`config.mk`:
```
export PLATFORM = sky130hd
export DESIGN_NAME = core_decode
export DESIGN_NICKNAME = d
export VERILOG_FILES = /design/src/hw/core_pkg.sv /design/src/hw/core_decode.sv
export SDC_FILE = /design/constraint.sdc
export NUM_CORES = 2
export LEC_CHECK = 0
export CORE_AREA = 2 2 369 371
export CTS_CLUSTER_DIAMETER = 120
export CTS_CLUSTER_SIZE = 20
export DETAILED_ROUTE_END_ITERATION = 16
export DIE_AREA = 0 0 371 373
export DONT_BUFFER_PORTS = 1
export HOLD_SLACK_MARGIN = 0.06
export PLACE_DENSITY_LB_ADDON = 0.08
export SYNTH_ARGS = -nofsm -noshare
export SYNTH_HDL_FRONTEND = slang
export SYNTH_SLANG_ARGS = --single-unit
```
`constraint.sdc`:
```
create_clock -name ref_clk -period 8 [get_ports ref_clk]
set_input_delay 1.6 -clock ref_clk [delete_from_list [all_inputs] [get_ports ref_clk]]
set_output_delay 1.6 -clock ref_clk [all_outputs]
set_load 0.01 [all_outputs]
```
`src/hw/core_pkg.sv`:
```
// Shared constants for the instruction decoder and program memory reader
package core_pkg;
  // Program counter and instruction cycle
  localparam int         PC_W       = 13;
  localparam int         PHASES     = 4;
  localparam logic [1:0] PHASE_LAST = 2'(PHASES - 1);
  // Instruction format prefixes
  localparam logic [1:0] FMT_BYTE = 2'b00;
  localparam logic [1:0] FMT_BIT  = 2'b01;
  localparam logic [1:0] FMT_JUMP = 2'b10;
  localparam logic [1:0] FMT_LIT  = 2'b11;
  // Byte-oriented operation codes
  localparam logic [3:0] OP_MOVWF = 4'h0;
  localparam logic [3:0] OP_CLR   = 4'h1;
  localparam logic [3:0] OP_SUB   = 4'h2;
  localparam logic [3:0] OP_DEC   = 4'h3;
  localparam logic [3:0] OP_IOR   = 4'h4;
  localparam logic [3:0] OP_AND   = 4'h5;
  localparam logic [3:0] OP_XOR   = 4'h6;
  localparam logic [3:0] OP_ADD   = 4'h7;
  localparam logic [3:0] OP_MOV   = 4'h8;
  localparam logic [3:0] OP_COM   = 4'h9;
  localparam logic [3:0] OP_INC   = 4'ha;
  localparam logic [3:0] OP_DECSZ = 4'hb;
  localparam logic [3:0] OP_RRC   = 4'hc;
  localparam logic [3:0] OP_RLC   = 4'hd;
  localparam logic [3:0] OP_SWAP  = 4'he;
  localparam logic [3:0] OP_INCSZ = 4'hf;
  // Bit-oriented sub-codes
  localparam logic [1:0] BIT_CLR = 2'b00;
  localparam logic [1:0] BIT_SET = 2'b01;
  localparam logic [1:0] BIT_SKC = 2'b10;
  localparam logic [1:0] BIT_SKS = 2'b11;
  // Fixed control opcodes
  localparam logic [13:0] OPC_RETURN = 14'h0008;
  localparam logic [13:0] OPC_RETFIE = 14'h0009;
  localparam logic [13:0] OPC_SLEEP  = 14'h0063;
  localparam logic [13:0] OPC_CLRWDT = 14'h0064;
  // File register addresses
  localparam logic [6:0] FA_TIMER0  = 7'h01;
  localparam logic [6:0] FA_PCL     = 7'h02;
  localparam logic [6:0] FA_STATUS  = 7'h03;
  localparam logic [6:0] FA_PORT    = 7'h05;
  localparam logic [6:0] FA_FL_CTRL = 7'h0c;
  localparam logic [6:0] FA_FL_DATL = 7'h0d;
  localparam logic [6:0] FA_FL_DATH = 7'h0e;
  localparam logic [6:0] FA_FL_ADRL = 7'h0f;
  localparam logic [6:0] FA_FL_ADRH = 7'h10;
  // Status and flash control bit positions
  localparam int ST_C  = 0;
  localparam int ST_DC = 1;
  localparam int ST_Z  = 2;
  localparam int ST_PD = 3;
  localparam int ST_TO = 4;
  localparam int FL_RD = 0;
  // APB register map and fields
  localparam logic [11:0] OFS_CTRL   = 12'h000;
  localparam logic [11:0] OFS_STATUS = 12'h004;
  localparam logic [11:0] OFS_PC     = 12'h008;
  localparam int CTRL_RUN  = 0;
  localparam int SR_STBY   = 5;
  localparam int SR_FLBUSY = 6;
  localparam int SR_W_LSB  = 8;
  // Flash read controller states
  typedef enum logic [1:0] {
    FL_IDLE  = 2'b00,
    FL_ARMED = 2'b01,
    FL_FETCH = 2'b10
  } flash_state_t;
endpackage

```
`src/hw/core_decode.sv`:
```
// Instruction decoder, executor and program memory read controller
//
// How it works
// RQ1: Byte format: 00, opcode, d, address
// RQ2: d=0 writes W, d=1 writes file
// RQ3: Decrement, skip next when zero, no flags
// RQ4: Increment, skip next when zero, no flags
// RQ5: Rotate left through carry, carry only
// RQ6: Rotate right through carry, carry only
// RQ7: OR W with file, zero only
// RQ8: XOR W with file, zero only
// RQ9: Bit test, skip when bit clear
// RQ10: Bit test, skip when bit set
// RQ11: OR literal into W, zero only
// RQ12: Return with literal in W, two cycles
// RQ13: Sleep opcode enters standby, updates flags
// RQ14: Jumps and true tests add a NOP cycle
// RQ15: Port read-modify-write uses pin values
// RQ16: Timer zero write clears assigned prescaler
// RQ17: Instruction cycle is four clocks
// RQ18: Read word at flash address pair
// RQ19: Read strobe bit starts a read
// RQ20: Read takes two cycles, second ignored
// RQ21: Software places two NOPs after strobe; the bench places one NOP, then an OR-literal word in the ignored second slot
// RQ22: Fetched word lands in data pair
// RQ23: Reads ignore code protection
//
// The placing of the registers and the APB slave port are this design's own decisions.
`timescale 1ns/1ps
module core_decode #(
  parameter int STACK_DEPTH = 8
) (
  // Clock and reset
  input  wire logic        ref_clk,
  input  wire logic        reset_n,
  // APB slave
  input  wire logic [11:0] paddr,
  input  wire logic        psel,
  input  wire logic        penable,
  input  wire logic        pwrite,
  input  wire logic [31:0] pwdata,
  output logic      [31:0] prdata,
  output logic             pready,
  output logic             pslverr,
  // Program memory port
  output logic      [12:0] prog_addr,
  input  wire logic [13:0] prog_data,
  // I/O port
  input  wire logic [7:0]  port_pins,
  output logic      [7:0]  port_latch,
  // Timer zero prescaler
  input  wire logic        prescaler_assigned,
  output logic             prescaler_clear,
  // Standby
  input  wire logic        wake,
  output logic             standby
);
  localparam int PW  = core_pkg::PC_W;
  localparam int SPW = $clog2(STACK_DEPTH);

  generate
    if (STACK_DEPTH < 2 || (STACK_DEPTH & (STACK_DEPTH - 1)) != 0) begin : g_bad
      $error("STACK_DEPTH must be a power of two of at least 2");
    end
  endgenerate

  typedef struct packed {
    logic [1:0]                      phase;
    logic                            run;
    logic                            standby;
    logic                            to;
    logic                            pd;
    logic                            c;
    logic                            dc;
    logic                            z;
    logic                            skip;
    logic                            bubble;
    logic                            rd;
    core_pkg::flash_state_t          fl;
    logic [7:0]                      w;
    logic [PW-1:0]                   pc;
    logic [SPW-1:0]                  sp;
    logic [STACK_DEPTH-1:0][PW-1:0]  stack;
    logic [7:0]                      adr_lo;
    logic [7:0]                      adr_hi;
    logic [7:0]                      dat_lo;
    logic [7:0]                      dat_hi;
    logic [7:0]                      port_latch;
    logic                            prescaler_clear;
    logic [PW-1:0]                   prog_addr;
    logic [31:0]                     prdata;
    logic                            pready;
    logic                            pslverr;
    logic [127:0][7:0]               file;
  } state_t;

  state_t      s;
  state_t      next_s;
  logic [13:0] ins;
  logic [6:0]  fa;
  logic [2:0]  bn;
  logic [7:0]  fv;
  logic [7:0]  opnd;
  logic [7:0]  res;
  logic [8:0]  sum9;
  logic [4:0]  sum5;
  logic        sub;
  logic        exec;
  logic        wr_f;
  logic        wr_w;
  logic        upd_z;
  logic        upd_c;
  logic        upd_dc;
  logic        c_new;
  logic        acc;

  // File register read with special registers mapped in
  function automatic logic [7:0] read_file(input state_t st, input logic [6:0] a,
                                           input logic [7:0] pins);
    logic [7:0] v;
    v = st.file[a];
    case (a)
      core_pkg::FA_PCL: v = st.pc[7:0];
      core_pkg::FA_STATUS: begin
        v = 8'h00;
        v[core_pkg::ST_C]  = st.c;
        v[core_pkg::ST_DC] = st.dc;
        v[core_pkg::ST_Z]  = st.z;
        v[core_pkg::ST_PD] = st.pd;
        v[core_pkg::ST_TO] = st.to;
      end
      core_pkg::FA_PORT: v = pins; // RQ15
      core_pkg::FA_FL_CTRL: begin
        v = 8'h00;
        v[core_pkg::FL_RD] = st.rd;
      end
      core_pkg::FA_FL_DATL: v = st.dat_lo;
      core_pkg::FA_FL_DATH: v = st.dat_hi;
      core_pkg::FA_FL_ADRL: v = st.adr_lo;
      core_pkg::FA_FL_ADRH: v = st.adr_hi;
      default: ;
    endcase
    return v;
  endfunction

  // Next-state logic for the whole block
  always_comb begin
    next_s = s;
    ins    = prog_data;
    fa     = ins[6:0]; // RQ1
    bn     = ins[9:7];
    fv     = read_file(s, fa, port_pins);
    opnd   = (ins[13:12] == core_pkg::FMT_LIT) ? ins[7:0] : fv;
    sub    = (ins[13:12] == core_pkg::FMT_BYTE && ins[11:8] == core_pkg::OP_SUB)
          || (ins[13:12] == core_pkg::FMT_LIT && ins[11:9] == 3'b110);
    sum9   = {1'b0, opnd} + {1'b0, sub ? ~s.w : s.w} + {8'h00, sub};
    sum5   = {1'b0, opnd[3:0]} + {1'b0, sub ? ~s.w[3:0] : s.w[3:0]} + {4'h0, sub};
    res    = 8'h00;
    wr_f   = 1'b0;
    wr_w   = 1'b0;
    upd_z  = 1'b0;
    upd_c  = 1'b0;
    upd_dc = 1'b0;
    c_new  = s.c;
    acc    = psel & penable;
    exec   = (s.phase == core_pkg::PHASE_LAST) && s.run && !s.standby; // RQ17
    next_s.phase           = s.phase + 2'd1; // RQ17
    next_s.prescaler_clear = 1'b0;
    next_s.pready          = 1'b0;
    next_s.pslverr         = 1'b0;
    if (s.standby && wake) begin
      next_s.standby = 1'b0;
    end

    // Execute one instruction per instruction cycle
    if (exec) begin
      next_s.pc = s.pc + 1'b1;
      if (s.fl == core_pkg::FL_FETCH) begin
        // Slot taken by the flash word; no protection gating applies
        next_s.dat_lo = ins[7:0]; // RQ22 RQ23
        next_s.dat_hi = {2'b00, ins[13:8]}; // RQ22
        next_s.rd     = 1'b0;
        next_s.fl     = core_pkg::FL_IDLE; // RQ20
        next_s.skip   = 1'b0;
        next_s.bubble = 1'b0;
        if (s.bubble) begin
          next_s.pc = s.pc;
        end
      end else if (s.bubble) begin
        next_s.pc     = s.pc; // RQ14
        next_s.bubble = 1'b0;
      end else if (s.skip) begin
        next_s.skip = 1'b0; // RQ14
      end else if (ins == core_pkg::OPC_SLEEP) begin
        next_s.standby = 1'b1; // RQ13
        next_s.to      = 1'b1;
        next_s.pd      = 1'b0;
      end else if (ins == core_pkg::OPC_CLRWDT) begin
        next_s.to = 1'b1;
        next_s.pd = 1'b1;
      end else if (ins == core_pkg::OPC_RETURN || ins == core_pkg::OPC_RETFIE) begin
        next_s.sp     = s.sp - 1'b1;
        next_s.pc     = s.stack[s.sp - 1'b1];
        next_s.bubble = 1'b1; // RQ14
      end else begin
        case (ins[13:12])
          core_pkg::FMT_BYTE: begin
            wr_f  = ins[7]; // RQ2
            wr_w  = ~ins[7]; // RQ2
            upd_z = 1'b1;
            case (ins[11:8])
              core_pkg::OP_MOVWF: begin
                res   = s.w;
                wr_w  = 1'b0;
                upd_z = 1'b0;
              end
              core_pkg::OP_CLR: res = 8'h00;
              core_pkg::OP_SUB, core_pkg::OP_ADD: begin
                res    = sum9[7:0];
                c_new  = sum9[8];
                upd_c  = 1'b1;
                upd_dc = 1'b1;
              end
              core_pkg::OP_DEC: res = fv - 8'h01;
              core_pkg::OP_IOR: res = s.w | opnd; // RQ7
              core_pkg::OP_AND: res = s.w & opnd;
              core_pkg::OP_XOR: res = s.w ^ opnd; // RQ8
              core_pkg::OP_MOV: res = fv;
              core_pkg::OP_COM: res = ~fv;
              core_pkg::OP_INC: res = fv + 8'h01;
              core_pkg::OP_DECSZ: begin
                res         = fv - 8'h01; // RQ3
                upd_z       = 1'b0;
                next_s.skip = (res == 8'h00); // RQ3
              end
              core_pkg::OP_INCSZ: begin
                res         = fv + 8'h01; // RQ4
                upd_z       = 1'b0;
                next_s.skip = (res == 8'h00); // RQ4
              end
              core_pkg::OP_RRC: begin
                res   = {s.c, fv[7:1]}; // RQ6
                c_new = fv[0];
                upd_c = 1'b1;
                upd_z = 1'b0;
              end
              core_pkg::OP_RLC: begin
                res   = {fv[6:0], s.c}; // RQ5
                c_new = fv[7];
                upd_c = 1'b1;
                upd_z = 1'b0;
              end
              core_pkg::OP_SWAP: begin
                res   = {fv[3:0], fv[7:4]};
                upd_z = 1'b0;
              end
              default: ;
            endcase
          end
          core_pkg::FMT_BIT: begin
            res = fv;
            case (ins[11:10])
              core_pkg::BIT_CLR: begin
                res[bn] = 1'b0;
                wr_f    = 1'b1;
              end
              core_pkg::BIT_SET: begin
                res[bn] = 1'b1;
                wr_f    = 1'b1;
              end
              core_pkg::BIT_SKC: next_s.skip = ~fv[bn]; // RQ9
              core_pkg::BIT_SKS: next_s.skip = fv[bn]; // RQ10
              default: ;
            endcase
          end
          core_pkg::FMT_JUMP: begin
            if (!ins[11]) begin
              next_s.stack[s.sp] = s.pc + 1'b1;
              next_s.sp          = s.sp + 1'b1;
            end
            next_s.pc     = {s.pc[PW-1:11], ins[10:0]};
            next_s.bubble = 1'b1; // RQ14
          end
          default: begin
            wr_w  = 1'b1;
            upd_z = 1'b1;
            casez (ins[11:8])
              4'b00??: begin
                res   = opnd;
                upd_z = 1'b0;
              end
              4'b01??: begin
                res           = opnd; // RQ12
                upd_z         = 1'b0;
                next_s.sp     = s.sp - 1'b1;
                next_s.pc     = s.stack[s.sp - 1'b1];
                next_s.bubble = 1'b1; // RQ12
              end
              4'b1000: res = s.w | opnd; // RQ11
              4'b1001: res = s.w & opnd;
              4'b1010: res = s.w ^ opnd;
              default: begin
                res    = sum9[7:0];
                c_new  = sum9[8];
                upd_c  = 1'b1;
                upd_dc = 1'b1;
              end
            endcase
          end
        endcase
      end

      // Result write-back to W or file space
      if (wr_w) begin
        next_s.w = res; // RQ2
      end
      if (wr_f) begin
        case (fa)
          core_pkg::FA_PCL: begin
            next_s.pc     = {s.pc[PW-1:8], res};
            next_s.bubble = 1'b1; // RQ14
          end
          core_pkg::FA_STATUS: begin
            next_s.c  = res[core_pkg::ST_C];
            next_s.dc = res[core_pkg::ST_DC];
            next_s.z  = res[core_pkg::ST_Z];
          end
          core_pkg::FA_PORT: next_s.port_latch = res; // RQ15
          core_pkg::FA_FL_CTRL: begin
            if (res[core_pkg::FL_RD]) begin
              next_s.rd = 1'b1; // RQ19
            end
          end
          core_pkg::FA_FL_ADRL: next_s.adr_lo = res;
          core_pkg::FA_FL_ADRH: next_s.adr_hi = res;
          core_pkg::FA_FL_DATL, core_pkg::FA_FL_DATH: ;
          core_pkg::FA_TIMER0: begin
            next_s.file[fa]        = res;
            next_s.prescaler_clear = prescaler_assigned; // RQ16
          end
          default: next_s.file[fa] = res;
        endcase
      end

      // Flags after write-back so arithmetic results win
      if (upd_z) begin
        next_s.z = (res == 8'h00);
      end
      if (upd_c) begin
        next_s.c = c_new;
      end
      if (upd_dc) begin
        next_s.dc = sum5[4];
      end

      // Read sequencing: armed cycle runs, next slot is the flash fetch
      if (s.fl == core_pkg::FL_IDLE && next_s.rd && !s.rd) begin
        next_s.fl = core_pkg::FL_ARMED; // RQ19
      end else if (s.fl == core_pkg::FL_ARMED) begin
        next_s.fl = core_pkg::FL_FETCH; // RQ20
      end
      next_s.prog_addr = (next_s.fl == core_pkg::FL_FETCH)
                       ? {next_s.adr_hi[PW-9:0], next_s.adr_lo} // RQ18
                       : next_s.pc;
    end

    // APB slave: answer one cycle into the access phase
    if (acc && !s.pready) begin
      next_s.pready = 1'b1;
      next_s.prdata = 32'h0000_0000;
      case (paddr)
        core_pkg::OFS_CTRL: next_s.prdata[core_pkg::CTRL_RUN] = s.run;
        core_pkg::OFS_STATUS: begin
          next_s.prdata[core_pkg::ST_C]      = s.c;
          next_s.prdata[core_pkg::ST_DC]     = s.dc;
          next_s.prdata[core_pkg::ST_Z]      = s.z;
          next_s.prdata[core_pkg::ST_PD]     = s.pd;
          next_s.prdata[core_pkg::ST_TO]     = s.to;
          next_s.prdata[core_pkg::SR_STBY]   = s.standby;
          next_s.prdata[core_pkg::SR_FLBUSY] = (s.fl != core_pkg::FL_IDLE);
          next_s.prdata[core_pkg::SR_W_LSB +: 8] = s.w;
        end
        core_pkg::OFS_PC: next_s.prdata[PW-1:0] = s.pc;
        default: next_s.pslverr = 1'b1;
      endcase
    end
    if (acc && s.pready && pwrite && paddr == core_pkg::OFS_CTRL) begin
      next_s.run = pwdata[core_pkg::CTRL_RUN];
    end
  end

  // State register
  always_ff @(posedge ref_clk or negedge reset_n) begin
    if (!reset_n) begin
      s    <= '0;
      s.to <= 1'b1;
      s.pd <= 1'b1;
    end else begin
      s <= next_s;
    end
  end

  // Outputs straight from state
  assign prdata          = s.prdata;
  assign pready          = s.pready;
  assign pslverr         = s.pslverr;
  assign prog_addr       = s.prog_addr;
  assign port_latch      = s.port_latch;
  assign prescaler_clear = s.prescaler_clear;
  assign standby         = s.standby;
endmodule

```
# ---- After elaboration in Yosys (flattened, before gate mapping)
# Cells that the tools add are included.
# W data, S select, Z words.
dict set report word_totals {
  register_bits 1236
  latch_bits 0
  ram_bits 0
  mem_bits_ro 0
  out_inout_bits 57
  wordCells 471
  n_memories 0
}
dict set report op_classes {
  n_addsub 10
  mul 0
  n_div 0
  magnitude_cmp 7
  n_eq_ne 53
  shifts 0
  n_mux 161
  n_bitwise 19
  n_reduce_logical 59
}
# operator count
set op_table {}
lappend op_table {{$mux W107} 11}
lappend op_table {{$bwmux W1024} 1}
lappend op_table {{$mux W120} 3}
lappend op_table {{$mux W104} 2}
lappend op_table {{$mux W193} 1}
lappend op_table {{$mux W8} 15}
lappend op_table {{$bwmux W104} 1}
lappend op_table {{$mux W13} 8}
lappend op_table {{$pmux W8 S13} 1}
lappend op_table {{$mux W1} 69}
lappend op_table {{$mux W16} 4}
lappend op_table {{$pmux W8 S8} 1}
lappend op_table {{$bmux W8 S7} 1}
lappend op_table {{$demux W8 S7} 1}
lappend op_table {{$bmux W13 S3} 1}
lappend op_table {{$demux W13 S3} 1}
lappend op_table {{$eq A4 B4 Y1 const B} 8}
lappend op_table {{$pmux W16 S2} 1}
lappend op_table {{$pmux W8 S4} 1}
lappend op_table {{$eq A14 B4 Y1 const B} 2}
lappend op_table {{$eq A14 B7 Y1 const B} 2}
lappend op_table {{$eq A7 B4 Y1 const B} 4}
lappend op_table {{$logic_not A8 Y1} 3}
lappend op_table {{$not A8 Y8} 3}
lappend op_table {{68 further kinds} 164}

# ---- Logic depth before layout (Yosys ltp)
dict set report depth {
  ltp_word 26
  depth_mapped 29
  mapped_depth_nobuf 20
}

# ---- Worst setup path after synthesis
# No wires, ideal clock.
dict set report synth_timing {
  kind {input -> register}
  startpoint {in prog_data[0]}
  endpoint {reg s[278] (netlist bit)}
  setup_ps 133
  arrival_ps 6425
  required_time_ps 7867
  path_slack_ps 1442
  stages 26
  path_buffers 8
  cell_sequence {buf_6 -> buf_12 -> buf_6 -> buf_4 -> mux4_2 -> a221oi_1 -> nand2_1 -> a22oi_1 -> a31oi_1 -> buf_4 -> buf_2 -> mux2i_1 -> inv_1 -> ha_1 -> nor2b_1 -> o21ai_0 -> a21oi_1 -> o21ai_0 -> nand2_1 -> xor2_1 -> a221oi_1 -> and3b_1 -> a41o_1 -> clkbuf_1 -> clkbuf_1 -> o21ai_0}
}
dict set report synth_via {
  elab_chain_len 16
  elab_cells_between_ends 54
}
# element line_no
set synth_lines {}
lappend synth_lines {{from (decl)} core_decode.sv:47} ;# input wire logic [13:0] prog_data,
lappend synth_lines {{$bmux W8 S7} core_decode.sv:121} ;# v = st.file[a];
lappend synth_lines {{$mux W8 (implied by the code)} core_decode.sv:121}
lappend synth_lines {{$pmux W8 S8} core_decode.sv:122} ;# case (a)
lappend synth_lines {{$mux W8} core_decode.sv:153} ;# opnd = (ins[13:12] == core_pkg::FMT_LIT) ? ins[7:0] : fv;
lappend synth_lines {{$add A8 B8 Y9} core_decode.sv:156} ;# sum9 = {1'b0, opnd} + {1'b0, sub ? ~s.w : s.w} + {8'h00, sub};
lappend synth_lines {{$add A9 B1 Y9} core_decode.sv:156}
lappend synth_lines {{$pmux W8 S13 or $pmux W8 S4 (tied branches)} {core_decode.sv:211, core_decode.sv:287}}
lappend synth_lines {{$pmux W8 S3} core_decode.sv:206} ;# case (ins[13:12])
lappend synth_lines {{$mux W8} core_decode.sv:201} ;# end else if (ins == core_pkg::OPC_RETURN || ins == core_pkg::OPC_RETFIE) begin
lappend synth_lines {{$mux W8} core_decode.sv:198} ;# end else if (ins == core_pkg::OPC_CLRWDT) begin
lappend synth_lines {{$mux W8} core_decode.sv:194} ;# end else if (ins == core_pkg::OPC_SLEEP) begin
lappend synth_lines {{$mux W8} core_decode.sv:192} ;# end else if (s.skip) begin
lappend synth_lines {{$mux W8} core_decode.sv:189} ;# end else if (s.bubble) begin
lappend synth_lines {{$mux W8} core_decode.sv:178} ;# if (s.fl == core_pkg::FL_FETCH) begin
lappend synth_lines {{$mux W8} core_decode.sv:176} ;# if (exec) begin
lappend synth_lines {{$bwmux W1024} {core_decode.sv:338, core_decode.sv:341}}
lappend synth_lines {{to (signal assigned)} core_decode.sv:399} ;# s <= next_s;
lappend synth_lines {{to (decl)} core_decode.sv:97} ;# state_t s;
# Several ways; a longest one is shown, not always the timed one. The select of a mux whose other input is x is not followed.
# A chain may end at the register's enable or synchronous reset.

# ---- Worst setup path after layout
dict set report layout_timing {
  startpoint {in prog_data[0]}
  endpoint {reg s[980] (netlist bit)}
}
# Same word-level chain as after synthesis.

==> results.txt <==
Total negative slack - 0 ns
Final GP Congestion - 0.9402
Slowest-stage cell, CP - mux4_1
P per Cell Area - 170.7 nW/um^2
Adder-Cell Fraction of Synth Area - 0.7633%
Resized cells post-CTS - 0
R2r setup slk - 1.98 ns
Vias - 40690
Count of unique library cells instantiated by Yosys - 98
#FFs+latches synth - 1235
Fin crit period - 7.161 ns
CP required - 8.58 ns
Post-layout util - 46.61%
Synth Warn # - 0
Area share of xor/xnor cells in the synthesized design - 0.3942%
DR pass1 iterations - 5
Rows - 135
Worst-skew pair later-pin latency - 0.72 ns
Final setup viols - 0
Post-Place Cells - 6707
Die height - 373 um
Main synth FF type - dfrtp_1
Critical path type - in -> reg
Relative slew slack - 22.44%
# port buffers - 0
Worst r2r src - s[508]$_DFFE_PN0P_
Wirelength, routed - 182.9 mm
Total power - 10.71 mW
Slew @ Worst Pin - 1.153 ns
Ys async rst share - 100.0%
Post-synthesis sequential area ratio - 51.52%
Crit path max-delay family - compound AO/OA/AOI/OAI gates
R2R depth - 18
Clock Sinks - 1235
HP Class - reg -> reg
Gr ovfl total - 0
Initial antenna violation count - 8
DRT iter0 DRCs - 3394
Worst hold margin - 0.3709 ns
CP bufs+invs - 2
Post-CTS Hold Buffers - 0
Max stage delay on crit path - 0.81 ns
CP endpoint - s[980]$_DFFE_PN0P_
Final #Nets - 5108
Slew Limit Fails - 0
Largest net degree at the start of global routing - 351
Final hold vios - 0
Design area - 62750 um^2
H-tree Lvls - 3
DP Area - 60790 um^2
Root buffer cell - clkbuf_16
Mean number of vias per cell - 5.986
DRC - 0
Clock Tree Buf Depth - 3
Fin cells - 6797
Unrepaired setup endpoints after global routing - false
Outcome - finished, final reports clean
TritonCTS clock tree - built
Tcrit/Tclk final - 89.52%
CP max FO - 350
Leakage - 27.97 nW
P&R area growth vs syn - 4.593%
Number of flops mapped to enable cells by yosys - 0
Max VDD drop - 165.3 uV
WP data arrival - 7.74 ns
CP Launch Type - primary input
Clock Skews - 0.04214 ns
CP Launch Point - prog_data[0]
CP Capture Type - register
R2r endpoint - s[261]$_DFFE_PN0P_
Wire length per cell - 26.91 um
Post-CTS Setup Inserts - 0
Setup WS pre-CTS - 0.6811 ns
Tot GR Track Use - 26.58%
Fmax - 139.6 MHz
Core Area - 134600 um^2
Final worst slack - 0.8388 ns
Final ANT Viol Nets - 0
Levels on crit path - 20
Die area - 138400 um^2
Clock transition at path regs - 0.08 ns
Cts bufs inserted - 71
Share of layout cells above drive strength 1 - 20.13%
Post-synthesis mux area share - 20.27%
Initial Util - 44.56%
Synth Area in Compound Gates - 12.40%
Number of global-route vias before repair - 40350
DPL Wire Length - 115.7 mm
Synth Area in Simple Gates - 9.500%
Die X - 371 um
Largest family of logic cells by synthesized area - multiplexers
Mapped Avg Cell Area - 11.20 um^2
Crit-path cells - mux4_1 > a22oi_1 > a21oi_1 > a2111oi_1 > buf_4 > nand4_1 > a31oi_1 > fa_1 > nor2b_1 > o21ai_0 > nand2_1 > nor2_1 > nor2_1 > a221o_1 > a221o_1 > a21oi_1 > o211ai_2 > and2_1 > buf_4 > mux2_2
Ports - 130
First-pass GRT wire length - 276.8 mm
Cells after Synth - 5358
Post-Syn Area - 59990 um^2
Max_cap viols - 0
flip-flops by register name, summed over array words and instances (netlist names):
register         flops
pready               1
pslverr              1
prdata              16
standby              1
port_latch           8
prog_addr           13
s                 1194
prescaler_clear      1
synthesized netlist by cell type, drive strengths merged (5+ instances only):
cell type,instances,area share (%)
a2111oi,7,0.10
a211o,20,0.29
a211oi,25,0.32
a21boi,8,0.10
a21o,6,0.075
a21oi,99,0.83
a221o,10,0.17
a221oi,36,0.54
a22o,29,0.42
a22oi,57,0.71
a311oi,9,0.17
a31o,5,0.073
a31oi,34,0.36
a32oi,9,0.13
and2,23,0.24
and3,14,0.15
and4,8,0.12
buf,218,2.6
clkbuf,352,2.2
dfrtp,1234,51
ha,35,0.73
inv,52,0.33
mux2,518,9.7
mux2i,129,2.2
mux4,222,8.4
nand2,948,5.9
nand2b,9,0.094
nand3,55,0.47
nand4,18,0.19
nor2,154,1.0
nor2b,23,0.24
nor3,43,0.44
nor3b,6,0.075
nor4,15,0.18
o211ai,16,0.22
o21a,6,0.075
o21ai,722,6.0
o221ai,39,0.57
o22ai,15,0.16
o31ai,31,0.39
or2,6,0.063
xnor2,18,0.26
xor2,9,0.13
how the worst min path moves through the flow:
stage                                   from                  to  slack [ns]  depth (start not counted)
after floorplan            s[1252]$_DFF_PN0_   s[1252]$_DFF_PN0_        0.40                          1
after global placement    s[104]$_DFFE_PN0P_  s[104]$_DFFE_PN0P_        0.36                          0
after detailed placement  s[104]$_DFFE_PN0P_  s[104]$_DFFE_PN0P_        0.36                          0
after CTS                 s[104]$_DFFE_PN0P_  s[104]$_DFFE_PN0P_        0.38                          0
after global routing      s[104]$_DFFE_PN0P_  s[104]$_DFFE_PN0P_        0.39                          0
final                     s[104]$_DFFE_PN0P_  s[104]$_DFFE_PN0P_        0.37                          0
routing by layer:
metal	global-route usage, %	up-vias	part of all wire, %
met3	3.715	252	5.2
met1	39.20	21015	46
li1	-	18288	-
met5	0	-	0.010
met4	7.860	4	3.2
met2	40.79	1131	45
logic make-up (layout without fill, tap and decap cells):
| family | after synthesis | in the layout |
|---|---|---|
| xor gates and xnor gates | 27 | 27 |
| muxes | 869 | 869 |
| adders and majority gates | 36 | 36 |
| and+or+nand+nor | 1341 | 1341 |
| other | 1 | 20 |
| AOI/OAI and AO/OA | 1224 | 1224 |
| DFF | 1235 | 1235 |
| buffers and inverters | 625 | 264 |
area by class of cell:
cell class | instances | area (um^2)
fill | 12437 | 71880
sequential | 1235 | 30910
multi-input combinational | 3513 | 26210
tap | 1781 | 2228
clock buffer | 79 | 1828
timing repair buffer | 123 | 1244
inverter | 55 | 206.4
clock inverter | 7 | 116.4
antenna | 4 | 10.01
report_power, final:
| group | total (mW) | leakage, nW | internal (mW) | switching, mW |
|---|---|---|---|---|
| clock | 3.85 | 0.949 | 1.68 | 2.17 |
| sequential | 6.25 | 17.1 | 6.24 | 0.0100 |
| combinational | 0.609 | 9.92 | 0.190 | 0.418 |
| total | 10.7 | 28.0 | 8.11 | 2.60 |
placed cells by master (no fill, tap or decap), types with 9 or more instances in the layout:
cell,instances
o221ai_1,39
dfrtp_1,1233
nand2b_1,9
clkbuf_16,72
inv_1,50
nor2_2,22
a211oi_1,24
a21oi_1,98
nor3_1,34
ha_1,35
a22o_1,29
a221o_1,10
nor2b_1,21
mux2_2,516
nor2_1,130
nor4_1,13
and3_1,14
and2_1,20
xor2_1,9
a22oi_1,57
a31oi_1,29
mux4_2,213
nand3_1,53
o22ai_1,15
mux2i_1,129
buf_12,24
o21ai_1,64
o31ai_1,31
nand4_1,18
buf_4,98
xnor2_1,18
a211o_1,20
o211ai_1,14
mux4_1,9
nand2_1,946
a32oi_1,9
a221oi_1,35
conb_1,16
o21ai_0,657
worst reg2reg max path, cell delays in order, from the launching register on:
cell,delay [ns]
dfrtp_1,0.39
mux2_1,0.30
a221oi_1,0.50
a22oi_1,0.17
o2111a_1,0.43
o41a_1,0.52
a21boi_0,0.66
inv_1,0.15
ha_1,0.36
inv_1,0.07
o21bai_1,0.36
o21bai_1,0.18
o21ai_0,0.16
nand2_1,0.13
a311oi_1,0.06
buf_4,0.21
nor2_4,0.75
buf_12,0.33
o21ai_0,0.14
Power figures use the tool's default switching activity.
